[config.mk]
export PLATFORM = sky130hd
export DESIGN_NAME = ahs_sequencer
export DESIGN_NICKNAME = d
export VERILOG_FILES = /design/src/ahs_pkg.sv /design/src/ahs_sequencer.sv
export SDC_FILE = /design/constraint.sdc
export NUM_CORES = 1
export LEC_CHECK = 0
export BUFFER_PORTS_ARGS = -buffer_cell sky130_fd_sc_hd__buf_4
export CORE_MARGIN = 5
export CORE_UTILIZATION = 68
export CTS_BUF_LIST = sky130_fd_sc_hd__clkbuf_8
export CTS_CLUSTER_DIAMETER = 60
export CTS_CLUSTER_SIZE = 8
export DETAILED_ROUTE_END_ITERATION = 16
export GPL_TIMING_DRIVEN = 0
export HOLD_SLACK_MARGIN = 0.03
export PLACE_DENSITY = 0.95
export SYNTH_ARGS = -nofsm -noshare
export SYNTH_HDL_FRONTEND = slang
export SYNTH_SLANG_ARGS = --single-unit
[constraint.sdc]
create_clock -name CLK_I -period 7.3 [get_ports CLK_I]
set_input_delay 0.73 -clock CLK_I [delete_from_list [all_inputs] [get_ports CLK_I]]
set_output_delay 0.73 -clock CLK_I [all_outputs]
set_load 0.02 [all_outputs]
[src/ahs_pkg.sv]
`default_nettype none

////////////////////////////////////////////////////////////////////////////////
// Shared constants for the axis homing sequencer.
package ahs_pkg;

  // Register bus geometry.
  localparam int unsigned ADR_W  = 8;
  localparam int unsigned DAT_W  = 32;
  localparam int unsigned SEL_W  = DAT_W / 8;

  // Register byte offsets.
  localparam logic [ADR_W-1:0] CTRL_OFS      = 8'h00;
  localparam logic [ADR_W-1:0] MODE_OFS      = 8'h04;
  localparam logic [ADR_W-1:0] START_SPD_OFS = 8'h08;
  localparam logic [ADR_W-1:0] MAX_SPD_OFS   = 8'h0C;
  localparam logic [ADR_W-1:0] ACCEL_OFS     = 8'h10;
  localparam logic [ADR_W-1:0] SKIP_OFS      = 8'h14;
  localparam logic [ADR_W-1:0] STATUS_OFS    = 8'h18;
  localparam logic [ADR_W-1:0] SPEED_OFS     = 8'h1C;
  localparam logic [ADR_W-1:0] IDX_CNT_OFS   = 8'h20;

  // Control register fields (write-one actions, read as zero).
  localparam int unsigned CTRL_START_BIT = 0;
  localparam int unsigned CTRL_ABORT_BIT = 1;

  // Status register fields.
  localparam int unsigned STAT_BUSY_BIT  = 0;
  localparam int unsigned STAT_DONE_BIT  = 1;
  localparam int unsigned STAT_DIR_BIT   = 2;
  localparam int unsigned STAT_HOME_BIT  = 4;
  localparam int unsigned STAT_LIMIT_BIT = 5;
  localparam int unsigned STAT_INDEX_BIT = 6;

  // Field widths.
  localparam int unsigned MODE_W = 4;
  localparam int unsigned SPD_W  = 16;
  localparam int unsigned CNT_W  = 16;
  localparam int unsigned ACC_W  = 24;

  // Reset values of the configuration registers.
  localparam logic [MODE_W-1:0] MODE_RST      = 4'h0;
  localparam logic [SPD_W-1:0]  START_SPD_RST = 16'h0010;
  localparam logic [SPD_W-1:0]  MAX_SPD_RST   = 16'h0100;
  localparam logic [SPD_W-1:0]  ACCEL_RST     = 16'h0001;
  localparam logic [CNT_W-1:0]  SKIP_RST      = 16'h0000;

  // Sensor order inside the sensor vectors.
  localparam int unsigned SENS_N     = 3;
  localparam int unsigned SENS_HOME  = 0;
  localparam int unsigned SENS_LIMIT = 1;
  localparam int unsigned SENS_INDEX = 2;

  // Ramp update interval: a time in ns and its cycle count at 40 MHz.
  localparam int unsigned CLK_PERIOD_NS = 25;
  localparam int unsigned RAMP_TICK_NS  = 1000;
  localparam int unsigned RAMP_TICK_CYC = RAMP_TICK_NS / CLK_PERIOD_NS;

  // Sequencer states.
  typedef enum logic [3:0] {
    ST_IDLE,
    ST_SEEK,
    ST_CROSS,
    ST_DSTOP,
    ST_DREV,
    ST_IDX,
    ST_OUT,
    ST_CREEP,
    ST_LEAVE
  } ahs_state_e;

endpackage : ahs_pkg

`default_nettype wire

[src/ahs_sequencer.sv]
// How it works
// - Sensors active high; rising edge means triggered.
// - Only start and maximum speed, linear ramps.
// - Mode 0 seeks home, decelerates, stops.
// - Mode 1 reverses, re-approaches home edge slowly.
// - Mode 2 decelerates, finds index at start.
// - Skip count sets index pulses ignored.
// - Mode 3 finds index at max, decelerates.
// - Mode 4 reverses at start, then finds index.
// - Mode 5 reverses, accelerates, finds index, decelerates.
// - Mode 6 seeks limit, halts instantly.
// - Mode 7 limit stop, reverse slow, index.
// - Mode 8 limit stop, reverse fast, index.
// - Mode 9 reverses slowly, stops leaving home.
// - Mode 10 index at max, reverse, edge.
// - Mode 11 reverse, fast index, re-approach slowly.
// - Mode 12 limit reverse, fast index, re-approach.
// - Limit first: reverse, cross home, search again.
// - Mode 13 reverses slowly, stops leaving limit.
//
// Chosen here: the Wishbone interface to the registers and the register addresses.
`timescale 1ns/10ps
`default_nettype none

module ahs_sequencer
#(
  parameter int unsigned RAMP_CYC = ahs_pkg::RAMP_TICK_CYC
)
(
  input  wire logic                        CLK_I,
  input  wire logic                        RSTN_I,
  input  wire logic                        CYC_I,
  input  wire logic                        STB_I,
  input  wire logic                        WE_I,
  input  wire logic [ahs_pkg::ADR_W-1:0]   ADR_I,
  input  wire logic [ahs_pkg::SEL_W-1:0]   SEL_I,
  input  wire logic [ahs_pkg::DAT_W-1:0]   DAT_I,
  output var  logic [ahs_pkg::DAT_W-1:0]   DAT_O,
  output var  logic                        ACK_O,
  input  wire logic                        HOME_I,
  input  wire logic                        LIMIT_SWITCH_INPUT_I,
  input  wire logic                        ENCODER_INDEX_INPUT_I,
  output var  logic                        STEP_O,
  output var  logic                        DIR_O,
  output var  logic                        BUSY_O,
  output var  logic                        DONE_O
);
  import ahs_pkg::*;

  //////////////////////////////////////////////////////////////////////////////
  // Declarations.
  logic [SENS_N-1:0] sens_raw;
  logic [SENS_N-1:0] sens_meta_ff;
  logic [SENS_N-1:0] sens_sync_ff;
  logic [SENS_N-1:0] sens_prev_ff;
  logic [SENS_N-1:0] sens_rise;
  logic [SENS_N-1:0] sens_fall;

  logic              ack_ff;
  logic [DAT_W-1:0]  rdat_ff;
  logic [MODE_W-1:0] mode_ff;
  logic [SPD_W-1:0]  start_spd_ff;
  logic [SPD_W-1:0]  max_spd_ff;
  logic [SPD_W-1:0]  accel_ff;
  logic [CNT_W-1:0]  skip_ff;

  ahs_state_e        state_ff;
  ahs_state_e        nxt_state;
  logic              dir_ff;
  logic              moving_ff;
  logic              tgt_max_ff;
  logic              late_ff;
  logic              nxt_late;
  logic              seen_ff;
  logic              nxt_seen;
  logic              done_ff;
  logic [CNT_W-1:0]  idx_cnt_ff;
  logic [SPD_W-1:0]  speed_ff;
  logic [ACC_W-1:0]  phase_ff;
  logic              step_ff;
  logic [15:0]       ramp_cnt_ff;

  logic              go;
  logic              halt;
  logic              rev;
  logic              set_max;
  logic              set_start;
  logic              cnt_clr;
  logic              cnt_inc;
  logic              finish;

  //////////////////////////////////////////////////////////////////////////////
  // Sensor synchronisers and edge detectors, one slice per sensor.
  assign sens_raw[SENS_HOME]  = HOME_I;
  assign sens_raw[SENS_LIMIT] = LIMIT_SWITCH_INPUT_I;
  assign sens_raw[SENS_INDEX] = ENCODER_INDEX_INPUT_I;

  genvar gi;
  generate
    for (gi = 0; gi < SENS_N; gi++)
    begin : g_sens
      // Two flops against metastability, a third for edge detection.
      always_ff @(posedge CLK_I)
      begin
        if (!RSTN_I)
        begin
          sens_meta_ff[gi] <= 1'b0;
          sens_sync_ff[gi] <= 1'b0;
          sens_prev_ff[gi] <= 1'b0;
        end
        else
        begin
          sens_meta_ff[gi] <= sens_raw[gi];
          sens_sync_ff[gi] <= sens_meta_ff[gi];
          sens_prev_ff[gi] <= sens_sync_ff[gi];
        end
      end
      // Active-high sensors: a rising edge is a trigger.
      assign sens_rise[gi] = sens_sync_ff[gi] & ~sens_prev_ff[gi];
      assign sens_fall[gi] = ~sens_sync_ff[gi] & sens_prev_ff[gi];
    end
  endgenerate

  // Named sensor events.
  wire home_rise  = sens_rise[SENS_HOME];
  wire home_fall  = sens_fall[SENS_HOME];
  wire lim_rise   = sens_rise[SENS_LIMIT];
  wire lim_fall   = sens_fall[SENS_LIMIT];
  wire idx_rise   = sens_rise[SENS_INDEX];

  //////////////////////////////////////////////////////////////////////////////
  // Wishbone decode; every request is acknowledged one cycle after it is seen.
  wire             req      = CYC_I & STB_I & ~ack_ff;
  wire             wr       = req & WE_I;
  wire             hit_ctrl = (ADR_I == CTRL_OFS);
  wire             hit_mode = (ADR_I == MODE_OFS);
  wire             hit_start_spd = (ADR_I == START_SPD_OFS);
  wire             hit_max_spd   = (ADR_I == MAX_SPD_OFS);
  wire             hit_acc  = (ADR_I == ACCEL_OFS);
  wire             hit_skip = (ADR_I == SKIP_OFS);
  wire             start_cmd = wr & hit_ctrl & SEL_I[0] & DAT_I[CTRL_START_BIT];
  wire             abort_cmd = wr & hit_ctrl & SEL_I[0] & DAT_I[CTRL_ABORT_BIT];
  // Settings are only taken while idle so a run keeps its parameters.
  wire             cfg_wr   = wr & (state_ff == ST_IDLE);

  // Byte-lane merge of write data into an existing 32-bit register view.
  function automatic logic [DAT_W-1:0] merge(input logic [DAT_W-1:0] old_v,
                                             input logic [DAT_W-1:0] new_v,
                                             input logic [SEL_W-1:0] sel);
    logic [DAT_W-1:0] res;
    res = old_v;
    for (int b = 0; b < SEL_W; b++)
    begin
      if (sel[b])
      begin
        res[b*8 +: 8] = new_v[b*8 +: 8];
      end
    end
    return res;
  endfunction : merge

  // Each configuration word after the byte-lane merge; the flops keep the low field.
  wire [DAT_W-1:0] mrg_mode      = merge({{(DAT_W-MODE_W){1'b0}}, mode_ff}, DAT_I, SEL_I);
  wire [DAT_W-1:0] mrg_start_spd = merge({{(DAT_W-SPD_W){1'b0}}, start_spd_ff}, DAT_I, SEL_I);
  wire [DAT_W-1:0] mrg_max_spd   = merge({{(DAT_W-SPD_W){1'b0}}, max_spd_ff}, DAT_I, SEL_I);
  wire [DAT_W-1:0] mrg_accel     = merge({{(DAT_W-SPD_W){1'b0}}, accel_ff}, DAT_I, SEL_I);
  wire [DAT_W-1:0] mrg_skip      = merge({{(DAT_W-CNT_W){1'b0}}, skip_ff}, DAT_I, SEL_I);

  // Status word shows the sequencer's own state and the synced sensors.
  logic [DAT_W-1:0] status_w;
  always_comb
  begin
    status_w                 = '0;
    status_w[STAT_BUSY_BIT]  = (state_ff != ST_IDLE);
    status_w[STAT_DONE_BIT]  = done_ff;
    status_w[STAT_DIR_BIT]   = dir_ff;
    status_w[STAT_HOME_BIT]  = sens_sync_ff[SENS_HOME];
    status_w[STAT_LIMIT_BIT] = sens_sync_ff[SENS_LIMIT];
    status_w[STAT_INDEX_BIT] = sens_sync_ff[SENS_INDEX];
  end

  // Read multiplexer; unmapped offsets and the control word read zero.
  logic [DAT_W-1:0] rd_mux;
  always_comb
  begin
    case (ADR_I)
      MODE_OFS:      rd_mux = {{(DAT_W-MODE_W){1'b0}}, mode_ff};
      START_SPD_OFS: rd_mux = {{(DAT_W-SPD_W){1'b0}}, start_spd_ff};
      MAX_SPD_OFS:   rd_mux = {{(DAT_W-SPD_W){1'b0}}, max_spd_ff};
      ACCEL_OFS:     rd_mux = {{(DAT_W-SPD_W){1'b0}}, accel_ff};
      SKIP_OFS:      rd_mux = {{(DAT_W-CNT_W){1'b0}}, skip_ff};
      STATUS_OFS:    rd_mux = status_w;
      SPEED_OFS:     rd_mux = {{(DAT_W-SPD_W){1'b0}}, speed_ff};
      IDX_CNT_OFS:   rd_mux = {{(DAT_W-CNT_W){1'b0}}, idx_cnt_ff};
      default:       rd_mux = '0;
    endcase
  end

  // Bus answer and configuration registers.
  always_ff @(posedge CLK_I)
  begin
    if (!RSTN_I)
    begin
      ack_ff       <= 1'b0;
      rdat_ff      <= '0;
      mode_ff      <= MODE_RST;
      start_spd_ff <= START_SPD_RST;
      max_spd_ff   <= MAX_SPD_RST;
      accel_ff     <= ACCEL_RST;
      skip_ff      <= SKIP_RST;
    end
    else
    begin
      ack_ff  <= req;
      rdat_ff <= (req & ~WE_I) ? rd_mux : '0;
      if (cfg_wr & hit_mode)
        mode_ff <= mrg_mode[MODE_W-1:0];
      if (cfg_wr & hit_start_spd)
        start_spd_ff <= mrg_start_spd[SPD_W-1:0];
      if (cfg_wr & hit_max_spd)
        max_spd_ff <= mrg_max_spd[SPD_W-1:0];
      if (cfg_wr & hit_acc)
        accel_ff <= mrg_accel[SPD_W-1:0];
      if (cfg_wr & hit_skip)
        skip_ff <= mrg_skip[CNT_W-1:0];
    end
  end

  //////////////////////////////////////////////////////////////////////////////
  // Search target selection: limit-seeking modes versus home-seeking modes.
  wire seek_limit = (mode_ff == 4'h6) | (mode_ff == 4'h7) | (mode_ff == 4'h8) |
                    (mode_ff == 4'hC) | (mode_ff == 4'hD);
  wire trig       = seek_limit ? lim_rise : home_rise;
  wire at_start   = (speed_ff <= start_spd_ff);
  wire idx_hit    = idx_rise & (idx_cnt_ff == skip_ff);

  // Sequencer next-state and action decode.
  always_comb
  begin
    nxt_state = state_ff;
    nxt_late  = late_ff;
    nxt_seen  = seen_ff;
    go        = 1'b0;
    halt      = 1'b0;
    rev       = 1'b0;
    set_max   = 1'b0;
    set_start = 1'b0;
    cnt_clr   = 1'b0;
    cnt_inc   = 1'b0;
    finish    = 1'b0;
    case (state_ff)
      ST_IDLE:
      begin
        if (start_cmd)
        begin
          go        = 1'b1;
          set_max   = 1'b1;
          nxt_late  = 1'b0;
          nxt_state = ST_SEEK;
        end
      end
      ST_SEEK:
      begin
        if (!seek_limit && lim_rise)
        begin
          // Limit met before home: turn round and look for a home crossing.
          rev       = 1'b1;
          go        = 1'b1;
          set_start = 1'b1;
          nxt_seen  = 1'b0;
          nxt_state = ST_CROSS;
        end
        else if (trig)
        begin
          case (mode_ff)
            4'h0:
            begin
              set_start = 1'b1;
              nxt_state = ST_DSTOP;
            end
            4'h2:
            begin
              set_start = 1'b1;
              cnt_clr   = 1'b1;
              nxt_state = ST_IDX;
            end
            4'h3, 4'hA:
            begin
              cnt_clr   = 1'b1;
              nxt_state = ST_IDX;
            end
            4'h6:
            begin
              halt      = 1'b1;
              finish    = 1'b1;
              nxt_state = ST_IDLE;
            end
            4'h7:
            begin
              rev       = 1'b1;
              go        = 1'b1;
              set_start = 1'b1;
              cnt_clr   = 1'b1;
              nxt_state = ST_IDX;
            end
            4'h8, 4'hC:
            begin
              rev       = 1'b1;
              go        = 1'b1;
              set_max   = 1'b1;
              cnt_clr   = 1'b1;
              nxt_state = ST_IDX;
            end
            default:
            begin
              set_start = 1'b1;
              nxt_state = ST_DREV;
            end
          endcase
        end
      end
      ST_CROSS:
      begin
        if (home_rise)
          nxt_seen = 1'b1;
        if (seen_ff && home_fall)
        begin
          rev       = 1'b1;
          go        = 1'b1;
          set_max   = 1'b1;
          nxt_state = ST_SEEK;
        end
      end
      ST_DSTOP:
      begin
        if (at_start)
        begin
          halt      = 1'b1;
          finish    = 1'b1;
          nxt_state = ST_IDLE;
        end
      end
      ST_DREV:
      begin
        if (at_start)
        begin
          rev = 1'b1;
          if (late_ff)
            nxt_state = ST_CREEP;
          else
          begin
            case (mode_ff)
              4'h1:       nxt_state = ST_OUT;
              4'h9, 4'hD: nxt_state = ST_LEAVE;
              4'h5, 4'hB:
              begin
                set_max   = 1'b1;
                cnt_clr   = 1'b1;
                nxt_state = ST_IDX;
              end
              default:
              begin
                cnt_clr   = 1'b1;
                nxt_state = ST_IDX;
              end
            endcase
          end
        end
      end
      ST_IDX:
      begin
        if (idx_rise && !idx_hit)
          cnt_inc = 1'b1;
        else if (idx_hit)
        begin
          case (mode_ff)
            4'h3, 4'h5, 4'h8:
            begin
              set_start = 1'b1;
              nxt_state = ST_DSTOP;
            end
            4'hA, 4'hB, 4'hC:
            begin
              set_start = 1'b1;
              nxt_late  = 1'b1;
              nxt_state = ST_DREV;
            end
            default:
            begin
              halt      = 1'b1;
              finish    = 1'b1;
              nxt_state = ST_IDLE;
            end
          endcase
        end
      end
      ST_OUT:
      begin
        if (home_fall)
        begin
          rev       = 1'b1;
          nxt_state = ST_CREEP;
        end
      end
      ST_CREEP:
      begin
        if (late_ff ? idx_rise : home_rise)
        begin
          halt      = 1'b1;
          finish    = 1'b1;
          nxt_state = ST_IDLE;
        end
      end
      ST_LEAVE:
      begin
        if ((mode_ff == 4'h9) ? home_fall : lim_fall)
        begin
          halt      = 1'b1;
          finish    = 1'b1;
          nxt_state = ST_IDLE;
        end
      end
      default:
      begin
        halt      = 1'b1;
        nxt_state = ST_IDLE;
      end
    endcase
    // Abort overrides the next state, halt and finish, and stops without a ramp.
    if (abort_cmd && state_ff != ST_IDLE)
    begin
      halt      = 1'b1;
      finish    = 1'b0;
      nxt_state = ST_IDLE;
    end
  end

  //////////////////////////////////////////////////////////////////////////////
  // Sequencer state, direction, index counter and completion flag.
  always_ff @(posedge CLK_I)
  begin
    if (!RSTN_I)
    begin
      state_ff   <= ST_IDLE;
      late_ff    <= 1'b0;
      seen_ff    <= 1'b0;
      dir_ff     <= 1'b0;
      tgt_max_ff <= 1'b0;
      idx_cnt_ff <= '0;
      done_ff    <= 1'b0;
    end
    else
    begin
      state_ff <= nxt_state;
      late_ff  <= nxt_late;
      seen_ff  <= nxt_seen;
      if (rev)
        dir_ff <= ~dir_ff;
      else if (start_cmd && state_ff == ST_IDLE)
        dir_ff <= 1'b0;
      if (set_max)
        tgt_max_ff <= 1'b1;
      else if (set_start)
        tgt_max_ff <= 1'b0;
      if (cnt_clr)
        idx_cnt_ff <= '0;
      else if (cnt_inc)
        idx_cnt_ff <= idx_cnt_ff + 16'h0001;
      if (finish)
        done_ff <= 1'b1;
      else if (start_cmd)
        done_ff <= 1'b0;
    end
  end

  //////////////////////////////////////////////////////////////////////////////
  // Linear ramp between start and maximum speed, updated on a divided tick.
  wire              ramp_tick = (ramp_cnt_ff == 16'(RAMP_CYC - 1));
  wire [SPD_W-1:0]  tgt_spd   = tgt_max_ff ? max_spd_ff : start_spd_ff;
  wire [SPD_W:0]    spd_up    = {1'b0, speed_ff} + {1'b0, accel_ff};
  wire [SPD_W:0]    spd_dn    = {1'b0, speed_ff} - {1'b0, accel_ff};
  wire [SPD_W-1:0]  ramp_up   = (spd_up > {1'b0, tgt_spd}) ? tgt_spd : spd_up[SPD_W-1:0];
  wire [SPD_W-1:0]  ramp_dn   = (spd_dn[SPD_W] || spd_dn[SPD_W-1:0] < tgt_spd) ?
                                tgt_spd : spd_dn[SPD_W-1:0];

  // Speed register and ramp divider.
  always_ff @(posedge CLK_I)
  begin
    if (!RSTN_I)
    begin
      ramp_cnt_ff <= '0;
      speed_ff    <= '0;
      moving_ff   <= 1'b0;
    end
    else
    begin
      ramp_cnt_ff <= ramp_tick ? 16'h0000 : ramp_cnt_ff + 16'h0001;
      if (halt)
      begin
        moving_ff <= 1'b0;
        speed_ff  <= '0;
      end
      else if (go)
      begin
        moving_ff <= 1'b1;
        speed_ff  <= start_spd_ff;
      end
      else if (moving_ff && ramp_tick)
      begin
        if (speed_ff < tgt_spd)
          speed_ff <= ramp_up;
        else if (speed_ff > tgt_spd)
          speed_ff <= ramp_dn;
      end
    end
  end

  //////////////////////////////////////////////////////////////////////////////
  // Step pulse generator: phase accumulator whose carry is one step.
  wire [ACC_W:0] phase_sum = {1'b0, phase_ff} + {{(ACC_W-SPD_W+1){1'b0}}, speed_ff};

  // Registered outputs.
  always_ff @(posedge CLK_I)
  begin
    if (!RSTN_I)
    begin
      phase_ff <= '0;
      step_ff  <= 1'b0;
      STEP_O   <= 1'b0;
      DIR_O    <= 1'b0;
      BUSY_O   <= 1'b0;
      DONE_O   <= 1'b0;
    end
    else
    begin
      phase_ff <= moving_ff ? phase_sum[ACC_W-1:0] : '0;
      step_ff  <= moving_ff & phase_sum[ACC_W];
      STEP_O   <= step_ff;
      DIR_O    <= dir_ff;
      BUSY_O   <= (state_ff != ST_IDLE);
      DONE_O   <= done_ff;
    end
  end

  // Bus outputs straight from flops.
  assign ACK_O = ack_ff;
  assign DAT_O = rdat_ff;

endmodule : ahs_sequencer

`default_nettype wire

# After elaboration in Yosys (flattened, before gate mapping)
# Cells that the tools add are included.
[word_totals]
regBits = 197
latchBits = 0
ramBits = 0
mem_bits_ro = 0
in_bits = 52
out_inout_bits = 37
elab_cells = 257
n_memories = 0
[classes]
add_sub_neg = 5
mul = 0
div_mod_pow = 0
n_lt_le_gt_ge = 5
n_eq_ne = 43
n_shift = 0
muxes = 84
bitwise_logic = 34
reduce_logical = 50
[ops]
columns = ["operator", "count"]
rows = [
  ["16-bit one-hot mux with 8 select lines", 1],
  ["16-bit two-way mux", 7],
  ["1-bit two-way mux", 51],
  ["4-bit two-way mux", 12],
  ["4-bit one-hot mux with 9 select lines", 1],
  ["16-bit by 1-bit adder with 16-bit output, second input constant", 2],
  ["8-bit by 5-bit equality test with 1-bit output, second input constant", 4],
  ["16-bit less-than comparator", 2],
  ["4-bit by 3-bit equality test with 1-bit output, second input constant", 7],
  ["4-bit equality test, second input constant", 7],
  ["24-bit by 16-bit adder with 25-bit output", 1],
  ["2-bit inequality test, second input constant", 12],
  ["2-bit AND reduction", 12],
  ["1-bit bitwise AND", 21],
  ["16-bit by 16-bit adder with 17-bit output", 1],
  ["17-bit by 16-bit greater-than comparator with 1-bit output", 1],
  ["16-bit by 16-bit subtractor with 17-bit output", 1],
  ["16-bit equality test", 1],
  ["16-bit by 6-bit equality test with 1-bit output, second input constant", 1],
  ["4-bit by 2-bit equality test with 1-bit output, second input constant", 4],
  ["8-bit by 4-bit equality test with 1-bit output, second input constant", 2],
  ["16-bit greater-than comparator", 1],
  ["16-bit less-or-equal comparator", 1],
  ["2-bit OR reduction", 7],
  ["29 further kinds", 61],
]

# Depth between registers and ports, before layout
[logic_depth]
depth_word = 11
mapped_depth = 19
ltp_nobuf = 17

# Worst setup path before layout
# No wires, ideal clock.
[synth_timing]
path_kind = "register -> register"
start = "register accel_ff[1]"
end = "register speed_ff[13]"
setup_ps = 116
t_arrival_ps = 3945
t_required_ps = 7184
slack_ps = 3239
stages_incl_launch_ff = 18
path_buffers = 1
period_less_slack_ps = 4061
path_cell_list = "dfxtp_1 > inv_1 > ha_1 > nor2b_1 > o311ai_0 > a2111oi_0 > a211o_2 > a311o_1 > xnor2_1 > ha_1 > nand4_1 > or4_1 > o21ai_0 > a31oi_1 > nor3_2 > buf_4 > o21ai_0 > a41o_1"
[synth_via]
elab_chain_len = 8
word_cells_on_any_way = 11
cone_classes = "add/sub (2); order compare (2); mux (6); reduce/logical (1)"
[synth_lines]
columns = ["item", "line", "text"]
rows = [
  ["start: declaration", "ahs_sequencer.sv:64", "logic [SPD_W-1:0] accel_ff;"],
  ["start signal: assignment", "ahs_sequencer.sv:223", "accel_ff <= mrg_accel[SPD_W-1:0];"],
  ["16-bit by 16-bit subtractor with 17-bit output", "ahs_sequencer.sv:481", "wire [SPD_W:0] spd_dn = {1'b0, speed_ff} - {1'b0, accel_ff};"],
  ["16-bit less-than comparator", "ahs_sequencer.sv:483", "wire [SPD_W-1:0] ramp_dn = (spd_dn[SPD_W] || spd_dn[SPD_W-1:0] < tgt_spd) ?"],
  ["1-bit logical OR", "ahs_sequencer.sv:483", ""],
  ["16-bit two-way mux", "ahs_sequencer.sv:483", ""],
  ["16-bit two-way mux", "ahs_sequencer.sv:512", "else if (speed_ff > tgt_spd)"],
  ["16-bit two-way mux (*)", "ahs_sequencer.sv:510", "if (speed_ff < tgt_spd)"],
  ["16-bit two-way mux (*)", "ahs_sequencer.sv:508", "else if (moving_ff && ramp_tick)"],
  ["16-bit two-way mux (*)", "ahs_sequencer.sv:503", "else if (go)"],
  ["end signal: assignment", "ahs_sequencer.sv:506", "speed_ff <= start_spd_ff;"],
  ["end signal: assignment", "ahs_sequencer.sv:511", "speed_ff <= ramp_up;"],
  ["end signal: assignment", "ahs_sequencer.sv:513", "speed_ff <= ramp_dn;"],
  ["end: declaration", "ahs_sequencer.sv:78", "logic [SPD_W-1:0] speed_ff;"],
]
# Mark *: on every way between the ends. The rest lies on a longest branch, timed or not. The select of a mux whose other input is x is not followed.
# A chain may end at the register's enable or synchronous reset.

# Final worst setup path
[layout_timing]
start = "register accel_ff[1]"
end = "register speed_ff[12]"
# The elaborated chain is that of the path after synthesis.

==> metrics.txt <==
# hold bufs at CTS 0; Worst-path clk slew roughly 0.12 ns; post-CTS sizing 0; commonest non-fill, non-tap cells in the layout dfxtp_1 (181), nand2_1 (143), nor2_1 (117); CTS tree done; sequential element share of the synthesized area 0.2919; RSZ-0062 raised after global routing false; Hold Slack ~0.43 ns; Static Leak a little over 5 nW; dpl hpwl approximately 29000 um; crit path cell chain inv_1 > ha_1 > nor2b_1 > o311ai_0 > a2111oi_0 > a211o_2 > xnor2_1 > inv_1 > ha_1 > nand4_1 > a2111oi_0 > a211oi_1 > a31oi_1 > nor3_2 > buf_4 > o41ai_1 > a21oi_1; worst r2r dst speed_ff[12]; Hold Path End sens_meta_ff[1]; worst clock skew 0.01499 ns; Worst EP required 7.68 ns; clock tree buffer depth 2; Post-CTS Setup Bufs 0; Die ar. roughly 21000 um^2; vias around 12000; port bufs 53; clock latency at the later pin of the worst-skew pair approximately 0.50 ns; HP Start LIMIT_SWITCH_INPUT_I; drt drc 0; initial antenna violation count 0; largest family of logic cells by synthesized area compound AO/OA/AOI/OAI gates; Setup WS post-layout about 1.9 ns; CP max-delay cell o311ai_0; crit share post-route 0.7399; Post-Synth XOR/XNOR Area 0.05645; initial core utilization 0.6910; FMAX 0.1851 GHz; Setup TNS Final 0 ns; gr usage total 0.3461; actual slew at the worst max-slew pin between 1 and 1.5 ns; sequential cell area 3623 um^2; dpl ws between 2 and 2.5 ns; Distinct cells, synth between 80 and 90; worst r2r src accel_ff[1]; area grow syn2layout 9.355%; setup violators final 0; CTS HTree Levels 4; number of instances in the placed design roughly 1800; Rel. slew slack 0.1377; # rows 49; status completed; multi-input logic area between 8000 and 9000 um^2; minimum clock period after layout approximately 5.4 ns; Compound-Gate Fraction of Synth Area 0.2182; Die Y-Extent approximately 150 um; worst reg2reg path depth 17; FFs w/ async S/R, synth 0; IO Count between 80 and 90; drt first pass iters 6; Hold Path Class in2reg; Vias/cell 6.655; Nets ~1800; Peak VDD IR around 0.14 mV; drt initial violations roughly 1500; Max-cap violations 0; pin count of the biggest net entering global routing 21; Top FF cell, synth dfxtp_1; clk sinks about 180; die width 145.1 um; final WL about 38000 um; Mean Syn Cell Area about 8.3 um^2; # fillers around 1300; synthesized flop and latch total 181; warning count from the yosys run 0; vias in the first global route about 12000; DR WL/cell 20.81 um; Post-Synth Simple-Gate Area 0.2164; Reg2Reg Setup Slack 1.90 ns; Final Core Density 0.7556; Worst path max stage delay 0.59 ns; Critical Path Fanout Max 10; grt total ovfl 0; CP startpoint kind flop; Detail Route Antenna Nets 0; GP Congestion between 0.9 and 1; WP data arrival 5.79 ns; share of post-route cells with drive strength above 1 0.08875; Post-synth EDFFs 0; pwr dens roughly 140 nW/um^2; mux contribution to synthesized area 0.04597; Hold Fails Final Rpt 0; hold path depth 2; adder-cell share of the synthesized area 0.1188; number of CTS-inserted buffers 17; crit end category flop; Max Slew Vio Count 0; core area about 18000 um^2; Cells after Synth 1500; Mapped Area around 12000 um^2; fin cells 1830; first-pass GRT wire length around 60000 um; CTS Root Buffer Type clkbuf_8; most common library cell in the layout ignoring fill and taps dfxtp_1; critical path type reg2reg
[layer usage]
| metal | GRT usage | part of all wire | vias up |
|---|---|---|---|
| met2 | 0.5586 | 0.46 | 795 |
| met4 | 0.1674 | 0.049 | 0 |
| li1 | - | - | 5586 |
| met1 | 0.4470 | 0.39 | 5645 |
| met5 | 0 | 0 | - |
| met3 | 0.06486 | 0.10 | 152 |
[how the worst max path moves through the flow]
| stage | start | end | slack [ns] |
|---|---|---|---|
| 2_1_floorplan | accel_ff[1] | speed_ff[13] | 3.24 |
| 3_3_place_gp | accel_ff[1] | speed_ff[12] | 2.08 |
| 3_5_place_dp | accel_ff[1] | speed_ff[12] | 2.12 |
| 4_1_cts | accel_ff[1] | speed_ff[12] | 2.04 |
| 5_1_grt | accel_ff[1] | speed_ff[12] | 1.62 |
| 6_report | accel_ff[1] | speed_ff[12] | 1.90 |
[cell families after synthesis]
logic type                 count (synthesis)
adders and majority gates                116
muxes                                     57
xor gates and xnor gates                  80
AOI/OAI and AO/OA                        386
and+or+nand+nor                          529
DFF                                      181
other                                      1
buffers and inverters                    150
[critical path: cells and delay by family, from the launching register on]
| family | cells | cell delay, ns |
|---|---|---|
| compound gates | 8 | 3.00 |
| fa+ha+maj | 2 | 0.65 |
| xor+xnor | 1 | 0.28 |
| buf+inv | 3 | 0.50 |
| simple gates | 3 | 0.38 |
| flops | 1 | 0.48 |
[state kept, by name, indices dropped and copies added (netlist names), 3 cells and up]
register / cells
speed_ff: 16
skip_ff: 16
state_ff: 4
max_spd_ff: 16
accel_ff: 16
sens_meta_ff: 3
DAT_O: 16
sens_sync_ff: 3
ramp_cnt_ff: 16
sens_prev_ff: 3
start_spd_ff: 16
mode_ff: 4
idx_cnt_ff: 16
phase_ff: 24
[final cells by class]
type                            instances  area share
Inverter                               76     0.02102
Clock inverter                         15     0.01355
Multi-Input combinational cell       1184      0.6042
Antenna cell                            1   0.0001844
Clock buffer                           17     0.01724
Tap cell                              229     0.02111
Sequential cell                       181      0.2670
Buffer                                 74     0.02646
Timing Repair Buffer                   53     0.02931
[stage by stage]
step	power, W	cell area, um^2
after global placement	0.001190	13150
after detailed placement	0.001194	13150
after floorplan	0.001132	12470
after global routing	0.001948	13570
final	0.001902	13570
after CTS	0.001885	13570
[power by group]
| group | internal [W] | switching [W] |
|---|---|---|
| registers | 0.000995 | 0.0000101 |
| logic | 0.0000643 | 0.000110 |
| clock network | 0.000264 | 0.000458 |
| total | 0.00132 | 0.000578 |
[Yosys cell counts, types with 5 or more instances]
| cell type | count | area share |
|---|---|---|
| a2111oi_0 | 6 | 0.0042 |
| a211o_1 | 5 | 0.0035 |
| a211oi_1 | 11 | 0.0067 |
| a21boi_0 | 40 | 0.024 |
| a21o_1 | 14 | 0.0085 |
| a21oi_1 | 71 | 0.029 |
| a221oi_1 | 6 | 0.0042 |
| a221oi_2 | 6 | 0.0073 |
| a22oi_1 | 41 | 0.025 |
| a31oi_1 | 23 | 0.012 |
| and2_1 | 21 | 0.011 |
| and3_1 | 15 | 0.0076 |
| buf_2 | 5 | 0.0020 |
| buf_4 | 18 | 0.011 |
| clkbuf_1 | 49 | 0.015 |
| dfxtp_1 | 181 | 0.29 |
| ha_1 | 113 | 0.11 |
| inv_1 | 75 | 0.023 |
| mux2i_1 | 57 | 0.046 |
| nand2_1 | 143 | 0.043 |
| nand2b_1 | 20 | 0.010 |
| nand3_1 | 40 | 0.016 |
| nand4_1 | 28 | 0.014 |
| nor2_1 | 117 | 0.035 |
| nor2b_1 | 58 | 0.029 |
| nor3_1 | 18 | 0.0073 |
| nor4_1 | 7 | 0.0035 |
| o211ai_1 | 26 | 0.016 |
| o21a_1 | 15 | 0.0091 |
| o21ai_0 | 55 | 0.022 |
| or2_2 | 9 | 0.0045 |
| or3_1 | 14 | 0.0071 |
| or4_1 | 6 | 0.0036 |
| xnor2_1 | 54 | 0.038 |
| xor2_1 | 26 | 0.018 |
No activity file was read; power rests on OpenSTA's default activity.
